--- config.mk ---
export PLATFORM = sky130hd
export DESIGN_NAME = e1tsm_top
export DESIGN_NICKNAME = d
export VERILOG_FILES = /design/src/rtl/e1tsm_pkg.sv /design/src/rtl/e1tsm_capture.sv /design/src/rtl/e1tsm_top.sv
export SDC_FILE = /design/constraint.sdc
export NUM_CORES = 1
export LEC_CHECK = 0
export ABC_AREA = 1
export BUFFER_PORTS_ARGS = -buffer_cell sky130_fd_sc_hd__clkbuf_2
export CAP_MARGIN = 30
export CORE_MARGIN = 2
export CORE_UTILIZATION = 54
export CTS_CLUSTER_DIAMETER = 30
export DETAILED_ROUTE_END_ITERATION = 10
export GPL_ROUTABILITY_DRIVEN = 0
export PLACE_DENSITY = 0.91
export SYNTH_ARGS = -nofsm -noshare
export SYNTH_HDL_FRONTEND = slang
export SYNTH_HIERARCHICAL = 1
export SYNTH_SLANG_ARGS = --single-unit
--- constraint.sdc ---
create_clock -name REF_CLK -period 2.05 [get_ports REF_CLK]
set_clock_uncertainty 0.1 [all_clocks]
set_input_delay 0.1025 -clock REF_CLK [delete_from_list [all_inputs] [get_ports REF_CLK]]
set_output_delay 0.1025 -clock REF_CLK [all_outputs]
set_load 0.005 [all_outputs]
--- src/rtl/e1tsm_pkg.sv ---
// constants, field layouts and carrier types for the e1 time-slot monitor
// assumes the apb slave and both capture units share one clock
package e1tsm_pkg;

  // ************************************************************
  // register indices, byte address is four times the index
  // ************************************************************
  localparam int         E1TSM_ADDR_W   = 8;
  localparam logic [5:0] IDX_TX_SEL     = 6'h14;
  localparam logic [5:0] IDX_RX_SEL     = 6'h15;
  localparam logic [5:0] IDX_TX_SNAP    = 6'h22;
  localparam logic [5:0] IDX_RX_SNAP    = 6'h2A;

  // ************************************************************
  // field positions
  // ************************************************************
  localparam int SEL_MSB         = 4;
  localparam int SEL_LSB         = 0;
  localparam int REMOTE_LOOP_BIT = 7;
  localparam int LOCAL_LOOP_BIT  = 6;
  localparam int LINE_ALARM_BIT  = 5;
  localparam int LINE_RST_BIT    = 7;
  localparam int EL_ALIGN_BIT    = 6;
  localparam int EL_RST_BIT      = 5;

  // ************************************************************
  // reset values and frame timing
  // ************************************************************
  localparam logic [7:0] TX_CTRL_RST = 8'h00;
  localparam logic [7:0] RX_CTRL_RST = 8'h00;
  localparam logic [7:0] SNAP_RST    = 8'h00;
  localparam logic [2:0] SLOT_LAST   = 3'h7;
  localparam logic [2:0] SLOT_FIRST  = 3'h0;

  // ************************************************************
  // carrier and state types
  // ************************************************************
  typedef struct packed {
    logic frame_start;
    logic bit_en;
    logic data;
  } e1tsm_stream_t;

  typedef struct packed {
    logic       aligned;
    logic [7:0] pos;
    logic       active;
    logic [7:0] shift;
    logic [7:0] snap;
    logic       upd;
  } e1tsm_cap_t;

  typedef struct packed {
    logic [7:0]  tx_ctrl;
    logic [7:0]  rx_ctrl;
    logic [31:0] prdata;
    logic        pready;
    logic        pslverr;
    logic [4:0]  tx_prbs;
    logic [4:0]  rx_prbs;
  } e1tsm_top_t;

endpackage

--- src/rtl/e1tsm_capture.sv ---
// one direction of the time-slot monitor: follows the frame and grabs one octet
// assumes bit_en strobes once per line bit and frame_start marks bit 0 of slot 0
`timescale 1ns/1ps
module e1tsm_capture
  import e1tsm_pkg::*;
(
  // clock and reset
  input  wire logic          clk,
  input  wire logic          nrst,
  // framer stream and slot select
  input  wire e1tsm_stream_t strm,
  input  wire logic [4:0]    sel,
  // captured octet
  output logic [7:0]         snap,
  output logic               upd
);

  e1tsm_cap_t s_reg;
  e1tsm_cap_t s_next;
  logic [7:0] pos_cur;
  logic       hit;
  logic       act;

  // ************************************************************
  // frame position, slot match and shifting
  // ************************************************************
  always_comb begin
    s_next  = s_reg;
    pos_cur = strm.frame_start ? 8'h00 : 8'(s_reg.pos + 8'h01);
    hit     = (strm.frame_start || s_reg.aligned) && (pos_cur[7:3] == sel);
    act     = (pos_cur[2:0] == SLOT_FIRST) ? hit : s_reg.active;
    s_next.upd = 1'b0;
    if (strm.bit_en) begin
      s_next.pos    = pos_cur;
      s_next.active = act;
      if (strm.frame_start) begin
        s_next.aligned = 1'b1;
      end
      if (act) begin
        s_next.shift = {s_reg.shift[6:0], strm.data};
      end
      if (act && pos_cur[2:0] == SLOT_LAST) begin
        s_next.snap = {s_reg.shift[6:0], strm.data};
        s_next.upd  = 1'b1;
      end
    end
  end

  always_ff @(posedge clk) begin
    if (!nrst) begin
      s_reg <= '{default: '0};
    end else begin
      s_reg <= s_next;
    end
  end

  assign snap = s_reg.snap;
  assign upd  = s_reg.upd;
endmodule // e1tsm_capture

--- src/rtl/e1tsm_top.sv ---
// apb register slave and two time-slot capture units of one framer
// assumes both framer streams are synchronous to REF_CLK
`timescale 1ns/1ps
module e1tsm_top
  import e1tsm_pkg::*;
#(
  parameter int ADDR_W = E1TSM_ADDR_W
) (
  // clock and reset
  input  wire logic              REF_CLK,
  input  wire logic              NRST,
  // apb slave
  input  wire logic              PSEL,
  input  wire logic              PENABLE,
  input  wire logic              PWRITE,
  input  wire logic [ADDR_W-1:0] PADDR,
  input  wire logic [31:0]       PWDATA,
  input  wire logic [3:0]        PSTRB,
  output logic      [31:0]       PRDATA,
  output logic                   PREADY,
  output logic                   PSLVERR,
  // framer streams
  input  wire e1tsm_stream_t     TX_STREAM,
  input  wire e1tsm_stream_t     RX_STREAM,
  // test pattern mode
  input  wire logic              TX_PRBS_SINGLE_SLOT,
  input  wire logic              RX_PRBS_SINGLE_SLOT,
  output logic      [4:0]        TX_PRBS_SLOT,
  output logic      [4:0]        RX_PRBS_SLOT,
  // control bits to the framer
  output logic                   REMOTE_LOOP_ENABLE,
  output logic                   LOCAL_LOOP_ENABLE,
  output logic                   LINE_ALARM_GEN_ENABLE,
  output logic                   LINE_INTERFACE_RESET,
  output logic                   RX_ELASTIC_ALIGN,
  output logic                   RX_ELASTIC_RESET
);

  // ************************************************************
  // declarations
  // ************************************************************
  e1tsm_top_t s_reg;
  e1tsm_top_t s_next;
  logic [7:0] tx_snap;
  logic [7:0] rx_snap;
  logic       tx_upd;
  logic       rx_upd;
  logic       setup;
  logic       done;
  logic       wr_done;
  logic [5:0] idx;
  logic       word_ok;
  logic       mapped;
  logic [7:0] rd_byte;

  // ************************************************************
  // capture units, one per direction
  // ************************************************************
  e1tsm_capture u_tx_cap (
    .clk  (REF_CLK),
    .nrst (NRST),
    .strm (TX_STREAM),
    .sel  (s_reg.tx_ctrl[SEL_MSB:SEL_LSB]),
    .snap (tx_snap),
    .upd  (tx_upd)
  );

  e1tsm_capture u_rx_cap (
    .clk  (REF_CLK),
    .nrst (NRST),
    .strm (RX_STREAM),
    .sel  (s_reg.rx_ctrl[SEL_MSB:SEL_LSB]),
    .snap (rx_snap),
    .upd  (rx_upd)
  );

  // ************************************************************
  // address decode
  // ************************************************************
  always_comb begin
    idx     = PADDR[7:2];
    word_ok = (PADDR[1:0] == 2'h0);
    setup   = PSEL && !PENABLE;
    done    = PSEL && PENABLE && s_reg.pready;
    wr_done = done && PWRITE && !s_reg.pslverr && PSTRB[0];
    mapped  = 1'b0;
    rd_byte = 8'h00;
    if (word_ok) begin
      case (idx)
        IDX_TX_SEL: begin
          mapped  = 1'b1;
          rd_byte = s_reg.tx_ctrl;
        end
        IDX_RX_SEL: begin
          mapped  = 1'b1;
          rd_byte = s_reg.rx_ctrl;
        end
        IDX_TX_SNAP: begin
          mapped  = 1'b1;
          rd_byte = tx_snap;
        end
        IDX_RX_SNAP: begin
          mapped  = 1'b1;
          rd_byte = rx_snap;
        end
        default: begin
          mapped  = 1'b0;
          rd_byte = 8'h00;
        end
      endcase
    end
  end

  // ************************************************************
  // next state
  // ************************************************************
  always_comb begin
    s_next        = s_reg;
    s_next.pready = setup;
    if (setup) begin
      s_next.prdata  = {24'h000000, rd_byte};
      s_next.pslverr = !mapped;
    end
    if (wr_done && word_ok) begin
      case (idx)
        IDX_TX_SEL: begin
          s_next.tx_ctrl = PWDATA[7:0];
        end
        IDX_RX_SEL: begin
          s_next.rx_ctrl = PWDATA[7:0];
        end
        default: begin
          s_next.tx_ctrl = s_reg.tx_ctrl;
        end
      endcase
    end
    s_next.tx_prbs = TX_PRBS_SINGLE_SLOT ? s_reg.tx_ctrl[SEL_MSB:SEL_LSB] : 5'h00;
    s_next.rx_prbs = RX_PRBS_SINGLE_SLOT ? s_reg.rx_ctrl[SEL_MSB:SEL_LSB] : 5'h00;
  end

  // ************************************************************
  // state register
  // ************************************************************
  always_ff @(posedge REF_CLK) begin
    if (!NRST) begin
      s_reg.tx_ctrl <= TX_CTRL_RST;
      s_reg.rx_ctrl <= RX_CTRL_RST;
      s_reg.prdata  <= 32'h00000000;
      s_reg.pready  <= 1'b0;
      s_reg.pslverr <= 1'b0;
      s_reg.tx_prbs <= 5'h00;
      s_reg.rx_prbs <= 5'h00;
    end else begin
      s_reg <= s_next;
    end
  end

  // ************************************************************
  // outputs
  // ************************************************************
  assign PRDATA                = s_reg.prdata;
  assign PREADY                = s_reg.pready;
  assign PSLVERR               = s_reg.pslverr;
  assign TX_PRBS_SLOT          = s_reg.tx_prbs;
  assign RX_PRBS_SLOT          = s_reg.rx_prbs;
  assign REMOTE_LOOP_ENABLE    = s_reg.tx_ctrl[REMOTE_LOOP_BIT];
  assign LOCAL_LOOP_ENABLE     = s_reg.tx_ctrl[LOCAL_LOOP_BIT];
  assign LINE_ALARM_GEN_ENABLE = s_reg.tx_ctrl[LINE_ALARM_BIT];
  assign LINE_INTERFACE_RESET  = s_reg.rx_ctrl[LINE_RST_BIT];
  assign RX_ELASTIC_ALIGN      = s_reg.rx_ctrl[EL_ALIGN_BIT];
  assign RX_ELASTIC_RESET      = s_reg.rx_ctrl[EL_RST_BIT];
endmodule // e1tsm_top

==> impl_metrics.yaml, run 1 <==
status:
  status: "finished clean"
finish:
  number_of_inserted_filler_cells_in_the_final_layout: 686
  antenna-diode-count: 0
  postLayoutCellArea_sq_um: 5035
  layoutNonFillerInstCount: 784
  fraction_of_final_layout_cells_sized_beyond_drive_strength_1_pct: 20.62
  utilization_pct: 60.97
  multiInputGateArea_sq_um: 2138
  nNetsFinal: 733
  regArea_sq_um: 1724
  leading_cell_type_in_the_layout_fill_and_taps_excluded: "nand2_1"
  layout_common_cells: "nand2_1 (93), dfxtp_1 (84), inv_1 (68)"
  syn_to_final_growth_pct: 9.348
cts:
  cts_tree: "yes"
  cts_inserted_buffers: 9
  clock_insertion_delay_worst_skew_ns: 0.37
  cts.clk_slew.worst_paths_ns: 0.09
  clk_root_buffer_cell: "clkbuf_8"
  cts.sink_count: 86
  cts-htree-levels: 3
  ctsLongestPathBuffers: 2
timing:
  hold_viol: 0
  setup_tns_ns: 0
  achievable-frequency_mhz: 516.9
  fin_crit_sh_pct: 94.37
  finish_stage_setup_viols: 0
  slew_viol_final: 0
  final_period_minus_worst_setup_slack_ns: 1.935
  finalWorstSetupSlack_ns: 0.1154
  finalHoldWorstSlack_ns: 0.02142
die:
  floorplan.initialDensity_pct: 55.76
  design.core.area_sq_um: 8258
  boundaryPins: 107
  floorplan.die.width_um: 96.34
  die_height_um: 96.34
  placementRows: 33
  die-area_sq_um: 9281
placed_design:
  placed_cells_incl_taps: 750
  io_buffers: 55
  dp_hpwl_um: 7412
  placedInstanceArea_sq_um: 4576
  place_ws_ns: 0.1116
worst_hold_path:
  min-delay-path-class: "input port to register"
critical_path:
  crit_arrival_ns: 2.09
  critPathMaxFanout: 8
  critPathRequiredTime_ns: 2.21
  path_class: "register to register"
  cp-start-kind: "register"
  r2r_slack_ns: 0.12
  endpoint_kind: "register"
detailed_routing:
  detailedRoute.firstPassIterationCount: 5
  wirelength_um: 11080
  post_drt_via_cell_ratio: 5.529
  route.antenna.remaining_nets: 0
  route.detailed.wl_per_inst_um: 14.13
  routed-via-count: 4335
  drt_iter0_drc: 366
  route.detailed.drc: 0
grt:
  grt_max_degree: 32
  grt_overflow: 0
  grt_util_all_layers_pct: 22.74
  grt_antenna_before_repair: 0
  grt_pass1_wl_um: 16620
  first_global_vias: 3842
power_and_ir_drop:
  powerDensity_nw_per_um2: 707.2
  seq_power_share_pct: 49.4
  comb_power_share_pct: 12.5
  netSwitchingPower_mw: 0.9723
  vdd.ir_drop.worst_v: 0.0003706
  pwr-share-clk_pct: 38.1
  cell_internal_pwr_mw: 2.588
  p_total_mw: 3.561
  power.share.switching_pct: 27.31
  power.static_leakage_nw: 2.234
job:
  maxCapViolations: 0
yosys:
  synthesis.yosys.warnings: 6
  netlist_instances: 635
  synth_area_per_cell_sq_um: 7.251
  synthesis.area_sq_um: 4604
## layer usage
metal / vias up / part of all wire [%] / track usage [%] / routed length (um)
met1: 1977 / 40 / 26.78 / 4387
met5: - / 0 / 0 / 0
met2: 234 / 48 / 38.37 / 5365
li1: 2076 / - / - / -
met3: 48 / 7.9 / 5.168 / 879
met4: 0 / 4.0 / 12.09 / 443
## layout make-up
cell class	count	share of cell area, %
Clock buffer	9	2.460
Clock inverter	7	2.087
Inverter	75	5.591
Multi-Input combinational cell	418	42.47
Sequential cell	86	34.24
Tap cell	105	2.609
Timing Repair Buffer	84	10.54
## worst paths after layout
check,end,depth (start not counted),from
setup / recovery,u_rx_cap/s_reg[13],13,u_rx_cap/s_reg[18]
hold / removal,RX_PRBS_SLOT[1],3,RX_PRBS_SINGLE_SLOT
setup reg to reg,u_rx_cap/s_reg[13],13,u_rx_cap/s_reg[18]
hold reg to reg,PRDATA[6],2,PRDATA[6]
## worst max-delay path, stage by stage (launching register included)
cell     delay [ns]
dfxtp_1        0.32
ha_1           0.30
nand2_2        0.09
inv_2          0.04
nor2_1         0.08
nand2_1        0.07
nor2_1         0.11
nand3_1        0.10
nor2_2         0.16
nand3_4        0.14
nand2_8        0.12
nand3_1        0.08
nand2_1        0.09
nor2_1         0.04
## power groups by stage
stage               registers [mW]  logic [mW]  clock network (mW)
floorplan                     1.79       0.340                   0
global placement              1.79       0.360                   0
detailed placement            1.80       0.378                   0
CTS                           1.76       0.403                1.35
global route                  1.76       0.495                1.42
finish                        1.76       0.445                1.36
## what timing repair did
| item | in CTS | in global routing |
|---|---|---|
| endpoints found under the hold margin | 29 | 0 |
| setup endpoints to repair | 0 | 15 |
| gates resized for setup | 0 | 10 |
| hold buffers | 15 | 0 |
| setup buffers | 0 | 1 |
(Power assumes the default switching activity.)
==> run 2, diff against run 1 <==
--- a/config.mk
+++ b/config.mk
@@ -8,6 +8,7 @@
 export ABC_AREA = 1
 export BUFFER_PORTS_ARGS = -buffer_cell sky130_fd_sc_hd__clkbuf_2
 export CAP_MARGIN = 30
+export CORE_ASPECT_RATIO = 1.1
 export CORE_MARGIN = 2
 export CORE_UTILIZATION = 54
 export CTS_CLUSTER_DIAMETER = 30
==> run 2 against run 1 <==
Effect of this change:
- via count fell by 1.4%
- largest power group unchanged
- wire length decreased by 3.3%
- design area down 1.5%
- clock-buffer cell count stayed put
- core utilization down 1.3 points
- register-to-register slack about the same
- hold slack better by 0.044 ns
==> impl_metrics.yaml, run 2 (synthesized netlist as in run 1, its figures left out) <==
finish:
  layoutNonFillerInstCount: 785
  number_of_inserted_filler_cells_in_the_final_layout: 680
  layout_common_cells: "nand2_1 (93), dfxtp_1 (83), inv_1 (68)"
  leading_cell_type_in_the_layout_fill_and_taps_excluded: "nand2_1"
  antenna-diode-count: 0
  utilization_pct: 59.62
  fraction_of_final_layout_cells_sized_beyond_drive_strength_1_pct: 20.62
  syn_to_final_growth_pct: 7.745
  nNetsFinal: 728
detailed_routing:
  route.detailed.wl_per_inst_um: 13.64
  detailedRoute.firstPassIterationCount: 6
  routed-via-count: 4273
  wirelength_um: 10710
  post_drt_via_cell_ratio: 5.443
  route.antenna.remaining_nets: 0
  drt_iter0_drc: 507
  route.detailed.drc: 0
grt:
  grt_util_all_layers_pct: 22.56
  grt_max_degree: 41
  grt_use_met3_pct: 4.637
  grt_use_met2_pct: 39.31
  grt_overflow: 0
  grt_antenna_before_repair: 0
  first_global_vias: 3904
  grt-busiest-layer: "met2"
  global_route.usage.met1_pct: 27.78
  grt_pass1_wl_um: 17030
placed_design:
  io_buffers: 55
  dp_hpwl_um: 7376
  placed_cells_incl_taps: 752
die:
  boundaryPins: 107
  die_height_um: 100.8
  die-area_sq_um: 9282
  design.core.area_sq_um: 8320
  floorplan.die.width_um: 92.04
  floorplan.initialDensity_pct: 55.34
  placementRows: 35
timing:
  achievable-frequency_mhz: 516.2
  rel_slew_slack_pct: 64.61
  fin_crit_sh_pct: 94.49
  slew_viol_final: 0
  hold_viol: 0
  final_period_minus_worst_setup_slack_ns: 1.937
  finish_stage_setup_viols: 0
  setup_tns_ns: 0
  tightestPinTransition_ns: 0.5308
critical_path:
  worstRegToRegCells: 12
  count_of_buffering_cells_on_the_critical_path_with_inverters_included: 0
  worst_r2r_endpoint: "u_tx_cap/s_reg[15]"
  critPathMaxFanout: 8
  cp-start-kind: "register"
  endpoint_kind: "register"
  critPathMaxStageDelay_ns: 0.36
  critical_path.reg2reg.startpoint: "u_tx_cap/s_reg[19]"
  r2r_slack_ns: 0.11
  crit_arrival_ns: 2.09
  critical_path.top_delay_family: "simple AND/OR/NAND/NOR gates"
  path_cells: "ha_2 > nand3_1 > o21bai_2 > nand3_1 > nand2_1 > nand2_1 > nor2_2 > nand3_4 > nand2_8 > nand3_1 > nand2_1 > nor2_1"
  path_class: "register to register"
  timing.critical_path.slowest_stage_cell: "dfxtp_2"
  critPathRequiredTime_ns: 2.20
  cp.depth: 12
power_and_ir_drop:
  power.static_leakage_nw: 2.180
  seq_power_share_pct: 53.9
  power.share.switching_pct: 28.89
  pwr-share-clk_pct: 32.6
  vdd.ir_drop.worst_v: 0.0004305
  cell_internal_pwr_mw: 2.323
  powerDensity_nw_per_um2: 658.4
  netSwitchingPower_mw: 0.9437
  comb_power_share_pct: 13.5
cts:
  cts.clk_slew.worst_paths_ns: 0.09
  cts.sink_count: 86
  ctsLongestPathBuffers: 2
  cts_tree: "yes"
  cts_inserted_buffers: 9
  clk_root_buffer_cell: "clkbuf_8"
  clock_insertion_delay_worst_skew_ns: 0.36
  cts-htree-levels: 3
worst_hold_path:
  hold_ep: "u_tx_cap/s_reg[19]"
  min-delay-path-class: "input port to register"
  holdCritStartpoint: "TX_STREAM[1]"
  hold_depth: 2
job:
  maxCapViolations: 0
status:
  status: "finished clean"
-- run 2: how the worst max path moves through the flow --
stage                                   from  slack, ns                  to
after floorplan           u_rx_cap/s_reg[18]       0.25  u_rx_cap/s_reg[14]
after global placement    u_rx_cap/s_reg[19]       0.15   u_rx_cap/s_reg[9]
after detailed placement  u_rx_cap/s_reg[19]       0.08  u_rx_cap/s_reg[12]
after CTS                 u_rx_cap/s_reg[19]       0.05  u_rx_cap/s_reg[15]
after global routing      u_tx_cap/s_reg[19]      -0.04  u_tx_cap/s_reg[12]
final                     u_tx_cap/s_reg[19]       0.11  u_tx_cap/s_reg[15]
-- run 2: metrics by stage --
stage	area [sq um]	power, mW	hold slack (ns)	setup slack (ns)
floorplan	4691	2.129	0.1409	0.2481
global placement	4566	2.150	0.2723	0.1507
detailed placement	4566	2.172	0.2805	0.07630
CTS	4880	3.228	0.05941	0.04723
global route	4961	3.416	0.1111	-0.03783
finish	4961	3.267	0.06575	0.1129
-- run 2: power groups by stage --
stage | Combinational, mW | Sequential, mW | Clock [mW]
global placement | 0.359 | 1.79 | 0
global route | 0.491 | 1.77 | 1.16
CTS | 0.399 | 1.76 | 1.07
finish | 0.441 | 1.76 | 1.07
floorplan | 0.340 | 1.79 | 0
detailed placement | 0.376 | 1.80 | 0
-- run 2: layout make-up --
class | instances | area, sq um | area share [%]
Multi-Input combinational cell | 418 | 2138 | 43.10
Sequential cell | 86 | 1725 | 34.78
Timing Repair Buffer | 79 | 503.0 | 10.14
Inverter | 75 | 281.5 | 5.675
Tap cell | 111 | 138.9 | 2.799
Clock buffer | 9 | 123.9 | 2.497
Clock inverter | 7 | 50.05 | 1.009
-- run 2: what timing repair did --
item                                   in CTS  in global routing
endpoints found under the hold margin      30                  0
gates resized for setup                     0                 13
hold buffers                               14                  0
setup buffers                               0                  1
setup endpoints to repair                   0                 16
-- run 2: metal layers --
metal	wire, um	share of wire [%]
met1	4346	41
met5	0	0
met2	5269	49
met3	873	8.2
met4	217	2.0
-- run 2: worst register-to-register path: stages, from the launching register on --
cell and delay [ns]:
dfxtp_2 0.36, ha_2 0.20, nand3_1 0.13, o21bai_2 0.18
nand3_1 0.13, nand2_1 0.08, nand2_1 0.06, nor2_2 0.14
nand3_4 0.14, nand2_8 0.13, nand3_1 0.07, nand2_1 0.06
nor2_1 0.05
